===== src/core/phy_ctrl_pkg.sv =====
/*
 * Constants and types shared by the basic control register block:
 * register address, bit positions, reset values, management frame
 * layout and timing counts.
 * Assumes a 250 MHz system clock.
 */
`default_nettype none

package phy_ctrl_pkg;

   // Register location and field positions
   localparam logic [4:0]  CTRL_REG_ADDR    = 5'h00;
   localparam int          BIT_SOFT_RESET   = 15;
   localparam int          BIT_LOOPBACK     = 14;
   localparam int          BIT_RATE         = 13;
   localparam int          BIT_NEG_EN       = 12;
   localparam int          BIT_LOW_POWER    = 11;
   localparam int          BIT_ISOLATE      = 10;
   localparam int          BIT_NEG_RESTART  = 9;
   localparam int          BIT_DUPLEX       = 8;
   localparam int          BIT_COL_TEST     = 7;

   // Writable bits 15..7; bits 6..0 read as zero
   localparam logic [15:0] CTRL_WRITE_MASK  = 16'hFF80;
   // Reset value with isolate clear; isolate comes from the address strap
   localparam logic [15:0] CTRL_RESET_VALUE = 16'h3000;

   // Management frame layout
   localparam logic [5:0]  PREAMBLE_BITS    = 6'h20;
   localparam logic [5:0]  OP_LAST          = 6'h01;
   localparam logic [5:0]  ADDR_LAST        = 6'h09;
   localparam logic [5:0]  TA_LAST          = 6'h01;
   localparam logic [5:0]  DATA_LAST        = 6'h0F;
   localparam logic [1:0]  OP_READ          = 2'h2;
   localparam logic [1:0]  OP_WRITE         = 2'h1;

   // Timing
   localparam int          CLK_PERIOD_PS    = 4000;
   localparam int          SOFT_RESET_NS    = 1000;
   localparam logic [8:0]  SOFT_RESET_COUNT =
      9'((SOFT_RESET_NS * 1000 + CLK_PERIOD_PS - 1) / CLK_PERIOD_PS);
   localparam logic [2:0]  STRAP_SETTLE     = 3'h5;

   typedef enum logic [2:0] {
      ST_IDLE  = 3'h0,
      ST_START = 3'h1,
      ST_OP    = 3'h3,
      ST_ADDR  = 3'h2,
      ST_TA    = 3'h6,
      ST_DATA  = 3'h7
   } mgmt_state_t;

endpackage : phy_ctrl_pkg

`default_nettype wire


===== src/core/pin_sync3.sv =====
/*
 * Three-stage synchroniser with agreement filter for a group of
 * independent pin inputs.
 * Assumes each bit is a slow level; bits are not coherent with each other.
 */
`timescale 1ns/100ps
`default_nettype none

module pin_sync3 #(
   parameter int W = 1
) (
   // Clock and reset
   input  wire logic         i_clk,
   input  wire logic         i_rst_b,
   input  wire logic         i_ce,
   // Pins in, settled levels out
   input  wire logic [W-1:0] i_pin,
   output logic      [W-1:0] o_level
);

   logic [W-1:0] s1_reg;
   logic [W-1:0] s2_reg;
   logic [W-1:0] s3_reg;
   logic [W-1:0] level_reg;
   logic [W-1:0] level_next;

   // A change counts only once the second and third stages agree
   always_comb begin
      for (int i = 0; i < W; i++) begin
         level_next[i] = (s2_reg[i] == s3_reg[i]) ? s3_reg[i] : level_reg[i];
      end
   end

   always_ff @(posedge i_clk or negedge i_rst_b) begin
      if (!i_rst_b) begin
         s1_reg    <= '0;
         s2_reg    <= '0;
         s3_reg    <= '0;
         level_reg <= '0;
      end else if (i_ce) begin
         s1_reg    <= i_pin;
         s2_reg    <= s1_reg;
         s3_reg    <= s2_reg;
         level_reg <= level_next;
      end
   end

   assign o_level = level_reg;

endmodule : pin_sync3

`default_nettype wire


===== src/core/phy_basic_control.sv =====
/*
 * Basic control register of a 10/100 transceiver with its serial
 * management slave, mode arbitration between strap pins and register,
 * loopback, isolate, low-power and collision test steering.
 * Assumes the management clock and MAC transmit pins are asynchronous
 * and far slower than the system clock; negotiation results and line
 * receive signals come from logic on the system clock.
 */
`timescale 1ns/100ps
`default_nettype none

// Overview of operation
// - One 16-bit control register reached over the serial management interface.
// - Writing one to bit 15 returns the control register to its defaults; the management slave keeps running.
// - During soft reset bit 15 reads one, writes ignored, self-clears after.
// - Bit 14 loopback disables line tx, rx, collision detect unless bit 7.
// - Loopback returns MAC transmit data to receive well inside 512 bit times.
// - Hardware mode without negotiation takes rate from the rate strap pin, bit 13 ignored.
// - Hardware mode reports active link rate on a rate status output.
// - Software mode with negotiation uses negotiated rate and duplex.
// - Software mode without negotiation: bit 13 zero 10 Mbps, one 100 Mbps.
// - Hardware mode takes negotiation enable from its strap pin.
// - Software mode: bit 12 enables negotiation; else bits 13, 8 fix mode.
// - Bit 11 low power: MAC outputs low, line transmitter tri-stated.
// - Entering low power keeps registers but resets latching status bits.
// - Bit 10 isolate: MAC outputs high impedance, MAC inputs ignored.
// - Isolate resets to one when strapped address is zero, else zero.
// - Software, no negotiation, no loopback: bit 8 selects half/full duplex.
// - Bit 9 restarts negotiation when enabled in software mode, self-clears once started.
// - With bit 7, COL follows TX_EN within 512 and 4 bit times.
module phy_basic_control (
   // Clock, reset, enable
   input  wire logic       I_CLK_SYS,
   input  wire logic       I_RST_B,
   input  wire logic       I_CE,
   // Serial management
   input  wire logic       I_MDC,
   input  wire logic       I_MDIO,
   output logic            O_MDIO,
   output logic            O_MDIO_OE,
   // Straps and mode pins
   input  wire logic [4:0] I_PHY_ADDR,
   input  wire logic       I_PIN_VS_REGISTER_MODE_SELECT,
   input  wire logic       I_RATE_STRAP_PIN,
   input  wire logic       I_NEGOTIATION_STRAP_PIN,
   input  wire logic       I_DUPLEX_STRAP_PIN,
   // Negotiation engine
   input  wire logic       I_NEG_RATE_100,
   input  wire logic       I_NEG_FULL_DUPLEX,
   input  wire logic       I_NEG_STARTED,
   output logic            O_NEG_ENABLE,
   output logic            O_NEG_RESTART,
   // Operating mode
   output logic            O_RATE_100,
   output logic            O_FULL_DUPLEX,
   output logic            O_RATE_STATUS,
   output logic            O_SOFT_RESET,
   output logic            O_LOW_POWER,
   output logic            O_LATCH_CLEAR,
   // Line side
   input  wire logic       I_LINE_RX_DV,
   input  wire logic [3:0] I_LINE_RXD,
   input  wire logic       I_LINE_COL,
   input  wire logic       I_LINE_CRS,
   output logic            O_LINE_TX_EN,
   output logic [3:0]      O_LINE_TXD,
   output logic            O_LINE_TX_TRISTATE,
   output logic            O_LINE_RX_ENABLE,
   output logic            O_COL_DETECT_ENABLE,
   // MAC side
   input  wire logic       I_TX_EN,
   input  wire logic [3:0] I_TXD,
   output logic            O_RX_DV,
   output logic [3:0]      O_RXD,
   output logic            O_COL,
   output logic            O_CRS,
   output logic            O_MAC_OE
);

   logic [1:0]  mgmt_pins;
   logic [8:0]  strap_pins;
   logic [4:0]  mac_pins;
   logic        mdc_lvl;
   logic        mdio_lvl;
   logic        sw_mode;
   logic        tx_en_s;
   logic [3:0]  txd_s;

   pin_sync3 #(.W(2)) u_sync_mgmt (
      .i_clk   (I_CLK_SYS),
      .i_rst_b (I_RST_B),
      .i_ce    (I_CE),
      .i_pin   ({I_MDC, I_MDIO}),
      .o_level (mgmt_pins)
   );

   pin_sync3 #(.W(9)) u_sync_strap (
      .i_clk   (I_CLK_SYS),
      .i_rst_b (I_RST_B),
      .i_ce    (I_CE),
      .i_pin   ({I_PHY_ADDR, I_PIN_VS_REGISTER_MODE_SELECT, I_RATE_STRAP_PIN,
                 I_NEGOTIATION_STRAP_PIN, I_DUPLEX_STRAP_PIN}),
      .o_level (strap_pins)
   );

   pin_sync3 #(.W(5)) u_sync_mac (
      .i_clk   (I_CLK_SYS),
      .i_rst_b (I_RST_B),
      .i_ce    (I_CE),
      .i_pin   ({I_TX_EN, I_TXD}),
      .o_level (mac_pins)
   );

   assign mdc_lvl  = mgmt_pins[1];
   assign mdio_lvl = mgmt_pins[0];
   assign sw_mode  = strap_pins[3];
   assign tx_en_s  = mac_pins[4];
   assign txd_s    = mac_pins[3:0];

   // Management frame slave
   phy_ctrl_pkg::mgmt_state_t state_reg, state_next;
   logic [5:0]  cnt_reg, cnt_next;
   logic [1:0]  op_reg, op_next;
   logic [9:0]  addr_reg, addr_next;
   logic [15:0] data_reg, data_next;
   logic        mdc_prev_reg, mdc_prev_next;
   logic        mdio_o_reg, mdio_o_next;
   logic        mdio_oe_reg, mdio_oe_next;
   logic        wr_stb_reg, wr_stb_next;
   logic        mdc_rise;
   logic [4:0]  phy_addr_reg;
   logic [15:0] ctrl_reg;
   logic [15:0] rd_value;

   assign mdc_rise = mdc_lvl & ~mdc_prev_reg;
   // Only register 0 lives here; other addresses of this port read zero
   assign rd_value = (addr_reg[4:0] == phy_ctrl_pkg::CTRL_REG_ADDR)
                     ? (ctrl_reg & phy_ctrl_pkg::CTRL_WRITE_MASK) : 16'h0000;

   always_comb begin
      state_next    = state_reg;
      cnt_next      = cnt_reg;
      op_next       = op_reg;
      addr_next     = addr_reg;
      data_next     = data_reg;
      mdc_prev_next = mdc_lvl;
      mdio_o_next   = mdio_o_reg;
      mdio_oe_next  = mdio_oe_reg;
      wr_stb_next   = 1'b0;
      if (mdc_rise) begin
         case (state_reg)
            phy_ctrl_pkg::ST_IDLE: begin
               if (mdio_lvl) begin
                  if (cnt_reg != phy_ctrl_pkg::PREAMBLE_BITS) begin
                     cnt_next = cnt_reg + 6'h01;
                  end
               end else begin
                  if (cnt_reg == phy_ctrl_pkg::PREAMBLE_BITS) begin
                     state_next = phy_ctrl_pkg::ST_START;
                  end
                  cnt_next = 6'h00;
               end
            end
            phy_ctrl_pkg::ST_START: begin
               state_next = mdio_lvl ? phy_ctrl_pkg::ST_OP : phy_ctrl_pkg::ST_IDLE;
               cnt_next   = 6'h00;
            end
            phy_ctrl_pkg::ST_OP: begin
               op_next  = {op_reg[0], mdio_lvl};
               cnt_next = cnt_reg + 6'h01;
               if (cnt_reg == phy_ctrl_pkg::OP_LAST) begin
                  state_next = phy_ctrl_pkg::ST_ADDR;
                  cnt_next   = 6'h00;
               end
            end
            phy_ctrl_pkg::ST_ADDR: begin
               addr_next = {addr_reg[8:0], mdio_lvl};
               cnt_next  = cnt_reg + 6'h01;
               if (cnt_reg == phy_ctrl_pkg::ADDR_LAST) begin
                  state_next = phy_ctrl_pkg::ST_TA;
                  cnt_next   = 6'h00;
               end
            end
            phy_ctrl_pkg::ST_TA: begin
               cnt_next = cnt_reg + 6'h01;
               if (cnt_reg == 6'h00) begin
                  // Second turnaround bit: drive zero on a read of our address
                  mdio_o_next  = 1'b0;
                  mdio_oe_next = (op_reg == phy_ctrl_pkg::OP_READ)
                                 && (addr_reg[9:5] == phy_addr_reg);
               end else begin
                  state_next  = phy_ctrl_pkg::ST_DATA;
                  cnt_next    = 6'h00;
                  data_next   = rd_value;
                  mdio_o_next = rd_value[15];
               end
            end
            phy_ctrl_pkg::ST_DATA: begin
               cnt_next    = cnt_reg + 6'h01;
               data_next   = mdio_oe_reg ? {data_reg[14:0], 1'b0}
                                         : {data_reg[14:0], mdio_lvl};
               mdio_o_next = data_reg[14];
               if (cnt_reg == phy_ctrl_pkg::DATA_LAST) begin
                  state_next   = phy_ctrl_pkg::ST_IDLE;
                  cnt_next     = 6'h00;
                  mdio_oe_next = 1'b0;
                  wr_stb_next  = (op_reg == phy_ctrl_pkg::OP_WRITE)
                                 && (addr_reg[9:5] == phy_addr_reg)
                                 && (addr_reg[4:0] == phy_ctrl_pkg::CTRL_REG_ADDR);
               end
            end
            default: begin
               state_next   = phy_ctrl_pkg::ST_IDLE;
               cnt_next     = 6'h00;
               mdio_oe_next = 1'b0;
            end
         endcase
      end
   end

   always_ff @(posedge I_CLK_SYS or negedge I_RST_B) begin
      if (!I_RST_B) begin
         state_reg    <= phy_ctrl_pkg::ST_IDLE;
         cnt_reg      <= 6'h00;
         op_reg       <= 2'h0;
         addr_reg     <= 10'h000;
         data_reg     <= 16'h0000;
         mdc_prev_reg <= 1'b0;
         mdio_o_reg   <= 1'b0;
         mdio_oe_reg  <= 1'b0;
         wr_stb_reg   <= 1'b0;
      end else if (I_CE) begin
         state_reg    <= state_next;
         cnt_reg      <= cnt_next;
         op_reg       <= op_next;
         addr_reg     <= addr_next;
         data_reg     <= data_next;
         mdc_prev_reg <= mdc_prev_next;
         mdio_o_reg   <= mdio_o_next;
         mdio_oe_reg  <= mdio_oe_next;
         wr_stb_reg   <= wr_stb_next;
      end
   end

   // Control register, strap capture and soft reset
   logic [15:0] ctrl_next;
   logic [4:0]  phy_addr_next;
   logic [2:0]  strap_cnt_reg, strap_cnt_next;
   logic [8:0]  srst_cnt_reg, srst_cnt_next;
   logic        iso_default_reg, iso_default_next;
   logic [15:0] wr_value;
   logic [15:0] defaults;

   // The write data sits in data_reg only after the final bit was shifted in
   assign wr_value = data_reg & phy_ctrl_pkg::CTRL_WRITE_MASK;
   assign defaults = phy_ctrl_pkg::CTRL_RESET_VALUE
                     | ({15'h0000, iso_default_reg} << phy_ctrl_pkg::BIT_ISOLATE);

   always_comb begin
      ctrl_next        = ctrl_reg;
      phy_addr_next    = phy_addr_reg;
      strap_cnt_next   = strap_cnt_reg;
      srst_cnt_next    = srst_cnt_reg;
      iso_default_next = iso_default_reg;
      if (strap_cnt_reg != phy_ctrl_pkg::STRAP_SETTLE) begin
         // Straps are taken once the synchroniser has settled after release
         strap_cnt_next = strap_cnt_reg + 3'h1;
         if (strap_cnt_reg == phy_ctrl_pkg::STRAP_SETTLE - 3'h1) begin
            phy_addr_next    = strap_pins[8:4];
            iso_default_next = (strap_pins[8:4] == 5'h00);
            ctrl_next[phy_ctrl_pkg::BIT_ISOLATE] = (strap_pins[8:4] == 5'h00);
         end
      end else if (ctrl_reg[phy_ctrl_pkg::BIT_SOFT_RESET]) begin
         // Writes are dropped while the reset runs; reads still answer and bit 15 stays one
         srst_cnt_next = srst_cnt_reg + 9'h001;
         if (srst_cnt_reg == phy_ctrl_pkg::SOFT_RESET_COUNT - 9'h001) begin
            ctrl_next     = defaults;
            srst_cnt_next = 9'h000;
         end
      end else begin
         if (I_NEG_STARTED) begin
            ctrl_next[phy_ctrl_pkg::BIT_NEG_RESTART] = 1'b0;
         end
         if (wr_stb_reg) begin
            ctrl_next = wr_value;
            // Restart only sticks with negotiation enabled in software mode
            ctrl_next[phy_ctrl_pkg::BIT_NEG_RESTART] =
               (wr_value[phy_ctrl_pkg::BIT_NEG_RESTART] & sw_mode
                & wr_value[phy_ctrl_pkg::BIT_NEG_EN])
               | (ctrl_reg[phy_ctrl_pkg::BIT_NEG_RESTART] & ~I_NEG_STARTED);
            if (wr_value[phy_ctrl_pkg::BIT_SOFT_RESET]) begin
               ctrl_next = defaults | 16'h8000;
            end
         end
      end
   end

   always_ff @(posedge I_CLK_SYS or negedge I_RST_B) begin
      if (!I_RST_B) begin
         ctrl_reg        <= phy_ctrl_pkg::CTRL_RESET_VALUE;
         phy_addr_reg    <= 5'h00;
         strap_cnt_reg   <= 3'h0;
         srst_cnt_reg    <= 9'h000;
         iso_default_reg <= 1'b0;
      end else if (I_CE) begin
         ctrl_reg        <= ctrl_next;
         phy_addr_reg    <= phy_addr_next;
         strap_cnt_reg   <= strap_cnt_next;
         srst_cnt_reg    <= srst_cnt_next;
         iso_default_reg <= iso_default_next;
      end
   end

   // Operating mode and pin steering, all registered
   logic loop_on, lp_on, iso_on, col_test, neg_eff, rate_eff, dpx_eff, tx_act;
   logic [24:0] out_reg, out_next;
   logic        lp_prev_reg;

   assign loop_on  = ctrl_reg[phy_ctrl_pkg::BIT_LOOPBACK];
   assign lp_on    = ctrl_reg[phy_ctrl_pkg::BIT_LOW_POWER];
   assign iso_on   = ctrl_reg[phy_ctrl_pkg::BIT_ISOLATE];
   assign col_test = ctrl_reg[phy_ctrl_pkg::BIT_COL_TEST];
   // Pin settings win in hardware mode whatever the register holds
   assign neg_eff  = sw_mode ? ctrl_reg[phy_ctrl_pkg::BIT_NEG_EN] : strap_pins[1];
   assign rate_eff = neg_eff ? I_NEG_RATE_100
                   : (sw_mode ? ctrl_reg[phy_ctrl_pkg::BIT_RATE] : strap_pins[2]);
   assign dpx_eff  = (sw_mode && neg_eff) ? I_NEG_FULL_DUPLEX
                   : (!sw_mode ? strap_pins[0]
                   : (loop_on ? 1'b1 : ctrl_reg[phy_ctrl_pkg::BIT_DUPLEX]));
   assign tx_act   = tx_en_s & ~iso_on & ~lp_on;

   always_comb begin
      out_next = '0;
      out_next[0]     = neg_eff;
      out_next[1]     = ctrl_reg[phy_ctrl_pkg::BIT_NEG_RESTART];
      out_next[2]     = rate_eff;
      out_next[3]     = dpx_eff;
      out_next[4]     = rate_eff;
      out_next[5]     = ctrl_reg[phy_ctrl_pkg::BIT_SOFT_RESET];
      out_next[6]     = lp_on;
      out_next[7]     = lp_on & ~lp_prev_reg;
      out_next[8]     = tx_act & ~loop_on;
      out_next[12:9]  = (tx_act & ~loop_on) ? txd_s : 4'h0;
      out_next[13]    = lp_on | loop_on;
      out_next[14]    = ~lp_on & ~loop_on;
      out_next[15]    = ~lp_on & (~loop_on | col_test);
      if (!lp_on) begin
         out_next[16]    = loop_on ? tx_act : I_LINE_RX_DV;
         out_next[20:17] = loop_on ? (tx_act ? txd_s : 4'h0) : I_LINE_RXD;
         out_next[21]    = col_test ? tx_act : (~loop_on & I_LINE_COL);
         out_next[22]    = loop_on ? tx_act : I_LINE_CRS;
      end
      out_next[23]    = ~iso_on;
      out_next[24]    = 1'b0;
   end

   always_ff @(posedge I_CLK_SYS or negedge I_RST_B) begin
      if (!I_RST_B) begin
         out_reg     <= '0;
         lp_prev_reg <= 1'b0;
      end else if (I_CE) begin
         out_reg     <= out_next;
         lp_prev_reg <= lp_on;
      end
   end

   assign O_MDIO              = mdio_o_reg;
   assign O_MDIO_OE           = mdio_oe_reg;
   assign O_NEG_ENABLE        = out_reg[0];
   assign O_NEG_RESTART       = out_reg[1];
   assign O_RATE_100          = out_reg[2];
   assign O_FULL_DUPLEX       = out_reg[3];
   assign O_RATE_STATUS       = out_reg[4];
   assign O_SOFT_RESET        = out_reg[5];
   assign O_LOW_POWER         = out_reg[6];
   assign O_LATCH_CLEAR       = out_reg[7];
   assign O_LINE_TX_EN        = out_reg[8];
   assign O_LINE_TXD          = out_reg[12:9];
   assign O_LINE_TX_TRISTATE  = out_reg[13];
   assign O_LINE_RX_ENABLE    = out_reg[14];
   assign O_COL_DETECT_ENABLE = out_reg[15];
   assign O_RX_DV             = out_reg[16];
   assign O_RXD               = out_reg[20:17];
   assign O_COL               = out_reg[21];
   assign O_CRS               = out_reg[22];
   assign O_MAC_OE            = out_reg[23];

endmodule : phy_basic_control

`default_nettype wire


===== config.mk =====
export PLATFORM = sky130hd
export DESIGN_NAME = phy_basic_control
export DESIGN_NICKNAME = d
export VERILOG_FILES = /design/src/core/phy_ctrl_pkg.sv /design/src/core/pin_sync3.sv /design/src/core/phy_basic_control.sv
export SDC_FILE = /design/constraint.sdc
export NUM_CORES = 1
export LEC_CHECK = 0
export ABC_AREA = 1
export BUFFER_PORTS_ARGS = -buffer_cell sky130_fd_sc_hd__buf_2
export CAP_MARGIN = 20
export CORE_ASPECT_RATIO = 1.4
export CORE_UTILIZATION = 50
export DETAILED_ROUTE_END_ITERATION = 8
export PLACE_DENSITY = 0.73
export SYNTH_ARGS = -nofsm -noshare
export SYNTH_HDL_FRONTEND = slang
export SYNTH_SLANG_ARGS = --single-unit

===== constraint.sdc =====
create_clock -name I_CLK_SYS -period 1.6 [get_ports I_CLK_SYS]
set_input_delay 0.08 -clock I_CLK_SYS [delete_from_list [all_inputs] [get_ports I_CLK_SYS]]
set_output_delay 0.08 -clock I_CLK_SYS [all_outputs]
set_load 0.03 [all_outputs]

==> impl_metrics.json <==
{
  "drcViolationCount": 0,
  "grt_max_degree": 63,
  "fin_ws_ns": 0.0709,
  "area_delta_synth_final_pct": 22.4,
  "instances_no_fill": 1143,
  "ioPinCount": 55,
  "start_util_pct": 51.3,
  "syn-num-nets": 877,
  "synthMuxAreaShare_pct": 0.157,
  "grt_pass1_vias": 5540,
  "drive_gt1_share_pct": 18.9,
  "crit_chain": "inv_1 -> ha_2 -> nand2_4 -> nor2_2 -> a21oi_4 -> buf_6 -> nand3_1 -> o21ai_1",
  "yosys-top-cells-area": "dfrtp_1, nand2_1, o21ai_0",
  "rows": 51,
  "largest_reg_flops": 23,
  "dp_hpwl_mm": 9.89,
  "viasPerCell": 5.05,
  "die_w_um": 103,
  "synth_top_family_by_area": "simple AND/OR/NAND/NOR gates",
  "hold_class": "in2reg",
  "min_path_cells": 6,
  "place_ws_ns": 0.0496,
  "synthXorXnorAreaFrac_pct": 0.611,
  "synthCells": 840,
  "antenna_left": 0,
  "cts_tree": "built",
  "globalplace.congestion": 0.833,
  "dr_total_vias": 5771,
  "cts-buffers-inserted": 17,
  "critPathKind": "reg2reg",
  "vdd_drop_max_uv": 969,
  "ctsRootBufferMaster": "clkbuf_16",
  "ys_warn_count": 0,
  "avgSynthCellArea_um2": 8.53,
  "netlist_top_cells_count": "nand2_1, dfrtp_1, o21ai_0",
  "core_region_area_um2": 14000,
  "p_leak_nw": 4.40,
  "wire_per_inst_um": 13.0,
  "first_iter_violations": 288,
  "synth_fa_ha_area_share_pct": 1.40,
  "synth-seq-area-share_pct": 54.2,
  "min_from": "I_NEG_STARTED",
  "rrSetupSlack_ns": 0.07,
  "hold_end": "ctrl_reg[9]$_DFFE_PN0P_",
  "post-route-util_pct": 62.8,
  "drt-pass1-iter-count": 4,
  "arrival_ns": 1.87,
  "drt-total-wl_mm": 14.9,
  "synthDistinctLibCells": 43,
  "fin_skew_ns": 0.00815,
  "timing.fmax_mhz": 654,
  "ys_ff_latch": 155,
  "antenna_found_initial": 0,
  "port_buffers": 54,
  "setup_violations": 0,
  "grt_usage_pct": 22.1,
  "dieArea_um2": 14800,
  "r2r_start": "cnt_reg[0]$_DFFE_PN0P_",
  "power.density_nw_per_um2": 1260,
  "synthSimpleGateAreaFrac_pct": 23.6,
  "clock_latency_ns": 0.42,
  "yosysTopAreaCell": "dfrtp_1",
  "relSlewSlack_pct": 57.6,
  "endpoint_kind": "register",
  "nets": 982,
  "start_kind": "register",
  "grt_overflow_total": 0,
  "fin_crit_sh_pct": 95.6,
  "die-height_um": 144,
  "placedCellCount": 1075,
  "reg2reg_depth": 8,
  "clock_sinks": 155,
  "hold_ws_ns": 0.0857,
  "max-cap-violations": 0,
  "critPathMaxFanout": 6,
  "period_minus_slack_ns": 1.53,
  "worst_path_largest_cell_delay_ns": 0.42,
  "worst_path_max_delay_cell": "dfrtp_1",
  "synth.most_common_cell": "nand2_1",
  "tightest_slew_ns": 0.631,
  "diodes": 0,
  "synth_area_um2": 7170,
  "synth-edff-count": 0,
  "htree_levels": 4,
  "slew_violations": 0,
  "grt_pass1_wl_mm": 25.3,
  "synth_compound_area_share_pct": 12.3,
  "clkTransAtPathRegs_ns": 0.06,
  "ys.flop_type": "dfrtp_1",
  "num-fill-cells": 1141,
  "status": "complete, no violations",
  "cts_max_path_buffers": 2,
  "async_flop_share_pct": 100,
  "total_power_mw": 11.0,
  "worstPathRequired_ns": 1.94,
  "r2r_end": "data_reg[8]$_DFFE_PN0P_",
  "synth_top_area_share_pct": 53.4,
  "hold_viol": 0
}
-- cell families (layout without fill, tap and decap cells) --
logic type	Yosys count	after routing
muxes	1	1
AOI/OAI and AO/OA	163	163
xor gates and xnor gates	5	5
and+or+nand+nor	377	378
adders and majority gates	8	8
buffers and inverters	131	248
DFF	155	155
-- routing by layer --
layer  up-vias  global-route usage [%]  wire length (µm)
met2        78                    35.9              7590
met3        28                    4.72               342
met1      2762                    29.0              6650
li1       2903                       -                 -
met4         0                    8.23               329
met5         -                       0                 0
-- cell usage in the layout, fill, tap and decap left out, types with 3 or more instances in the layout --
cell	instances
nand2_1	220
dfrtp_1	152
o21ai_0	116
inv_1	97
nor2_1	53
buf_2	53
nand3_1	36
dlygate4sd3_1	27
buf_4	23
clkbuf_16	18
a21oi_1	14
nand2_2	13
nand4_1	12
o22ai_1	10
nor2_4	9
o211ai_1	7
inv_2	6
nor2_2	6
nand3_2	6
nor3_1	6
inv_6	6
o21ai_1	5
ha_1	5
nand2_4	4
nand3b_1	4
o21ai_2	4
buf_12	4
or2_2	3
xor2_1	3
inv_8	3
clkinvlp_4	3
buf_6	3
-- worst max path at each step --
stage          cells after the start                           to  slack, ns                         start
6_report                           8      data_reg[8]$_DFFE_PN0P_       0.07        cnt_reg[0]$_DFFE_PN0P_
5_1_grt                            8     data_reg[14]$_DFFE_PN0P_      -0.01        cnt_reg[0]$_DFFE_PN0P_
4_1_cts                            9  phy_addr_reg[3]$_DFFE_PN0P_       0.02  strap_cnt_reg[1]$_DFFE_PN0P_
3_5_place_dp                       8  phy_addr_reg[3]$_DFFE_PN0P_       0.05  strap_cnt_reg[1]$_DFFE_PN0P_
3_3_place_gp                      10     state_reg[1]$_DFFE_PN0P_       0.09        cnt_reg[1]$_DFFE_PN0P_
2_1_floorplan                     10     state_reg[0]$_DFFE_PN0P_       0.18        cnt_reg[0]$_DFFE_PN0P_
-- area by class of cell --
cell class / count / area, µm² / share of cell area [%]
clock buffer: 18 / 439 / 5.01
clock inverter: 14 / 144 / 1.64
inverter: 105 / 397 / 4.52
multi-input combinational: 555 / 2830 / 32.3
sequential: 155 / 3880 / 44.3
tap: 185 / 231 / 2.64
timing repair buffer: 111 / 847 / 9.65
-- critical path: cells and delay by family (launching register included) --
family                   cells  cell delay [ns]
AO/OA/AOI/OAI                2             0.39
adder cells (fa/ha/maj)      1             0.20
buffers and inverters        2             0.24
flip-flops                   1             0.42
AND/OR/NAND/NOR              3             0.19
-- metrics by stage --
step	TNS, ns	instance area [µm²]
after floorplan	0	7170
after global placement	0	7730
after detailed placement	0	7730
after CTS	0	8580
after global routing	-0.0361	8770
final	0	8770
-- what timing repair did --
item | CTS | global route
setup endpoints to repair | 0 | 30
setup buffers | 0 | 7
gates resized for setup | 0 | 32
endpoints found under the hold margin | 163 | 0
hold buffers | 27 | 0
-- power breakdown --
part	switching (mW)	internal [mW]	total (mW)
sequential	0.457	4.43	4.89
combinational	1.34	0.825	2.16
clock	1.74	2.24	3.98
No activity file was read; power rests on OpenSTA's default activity.
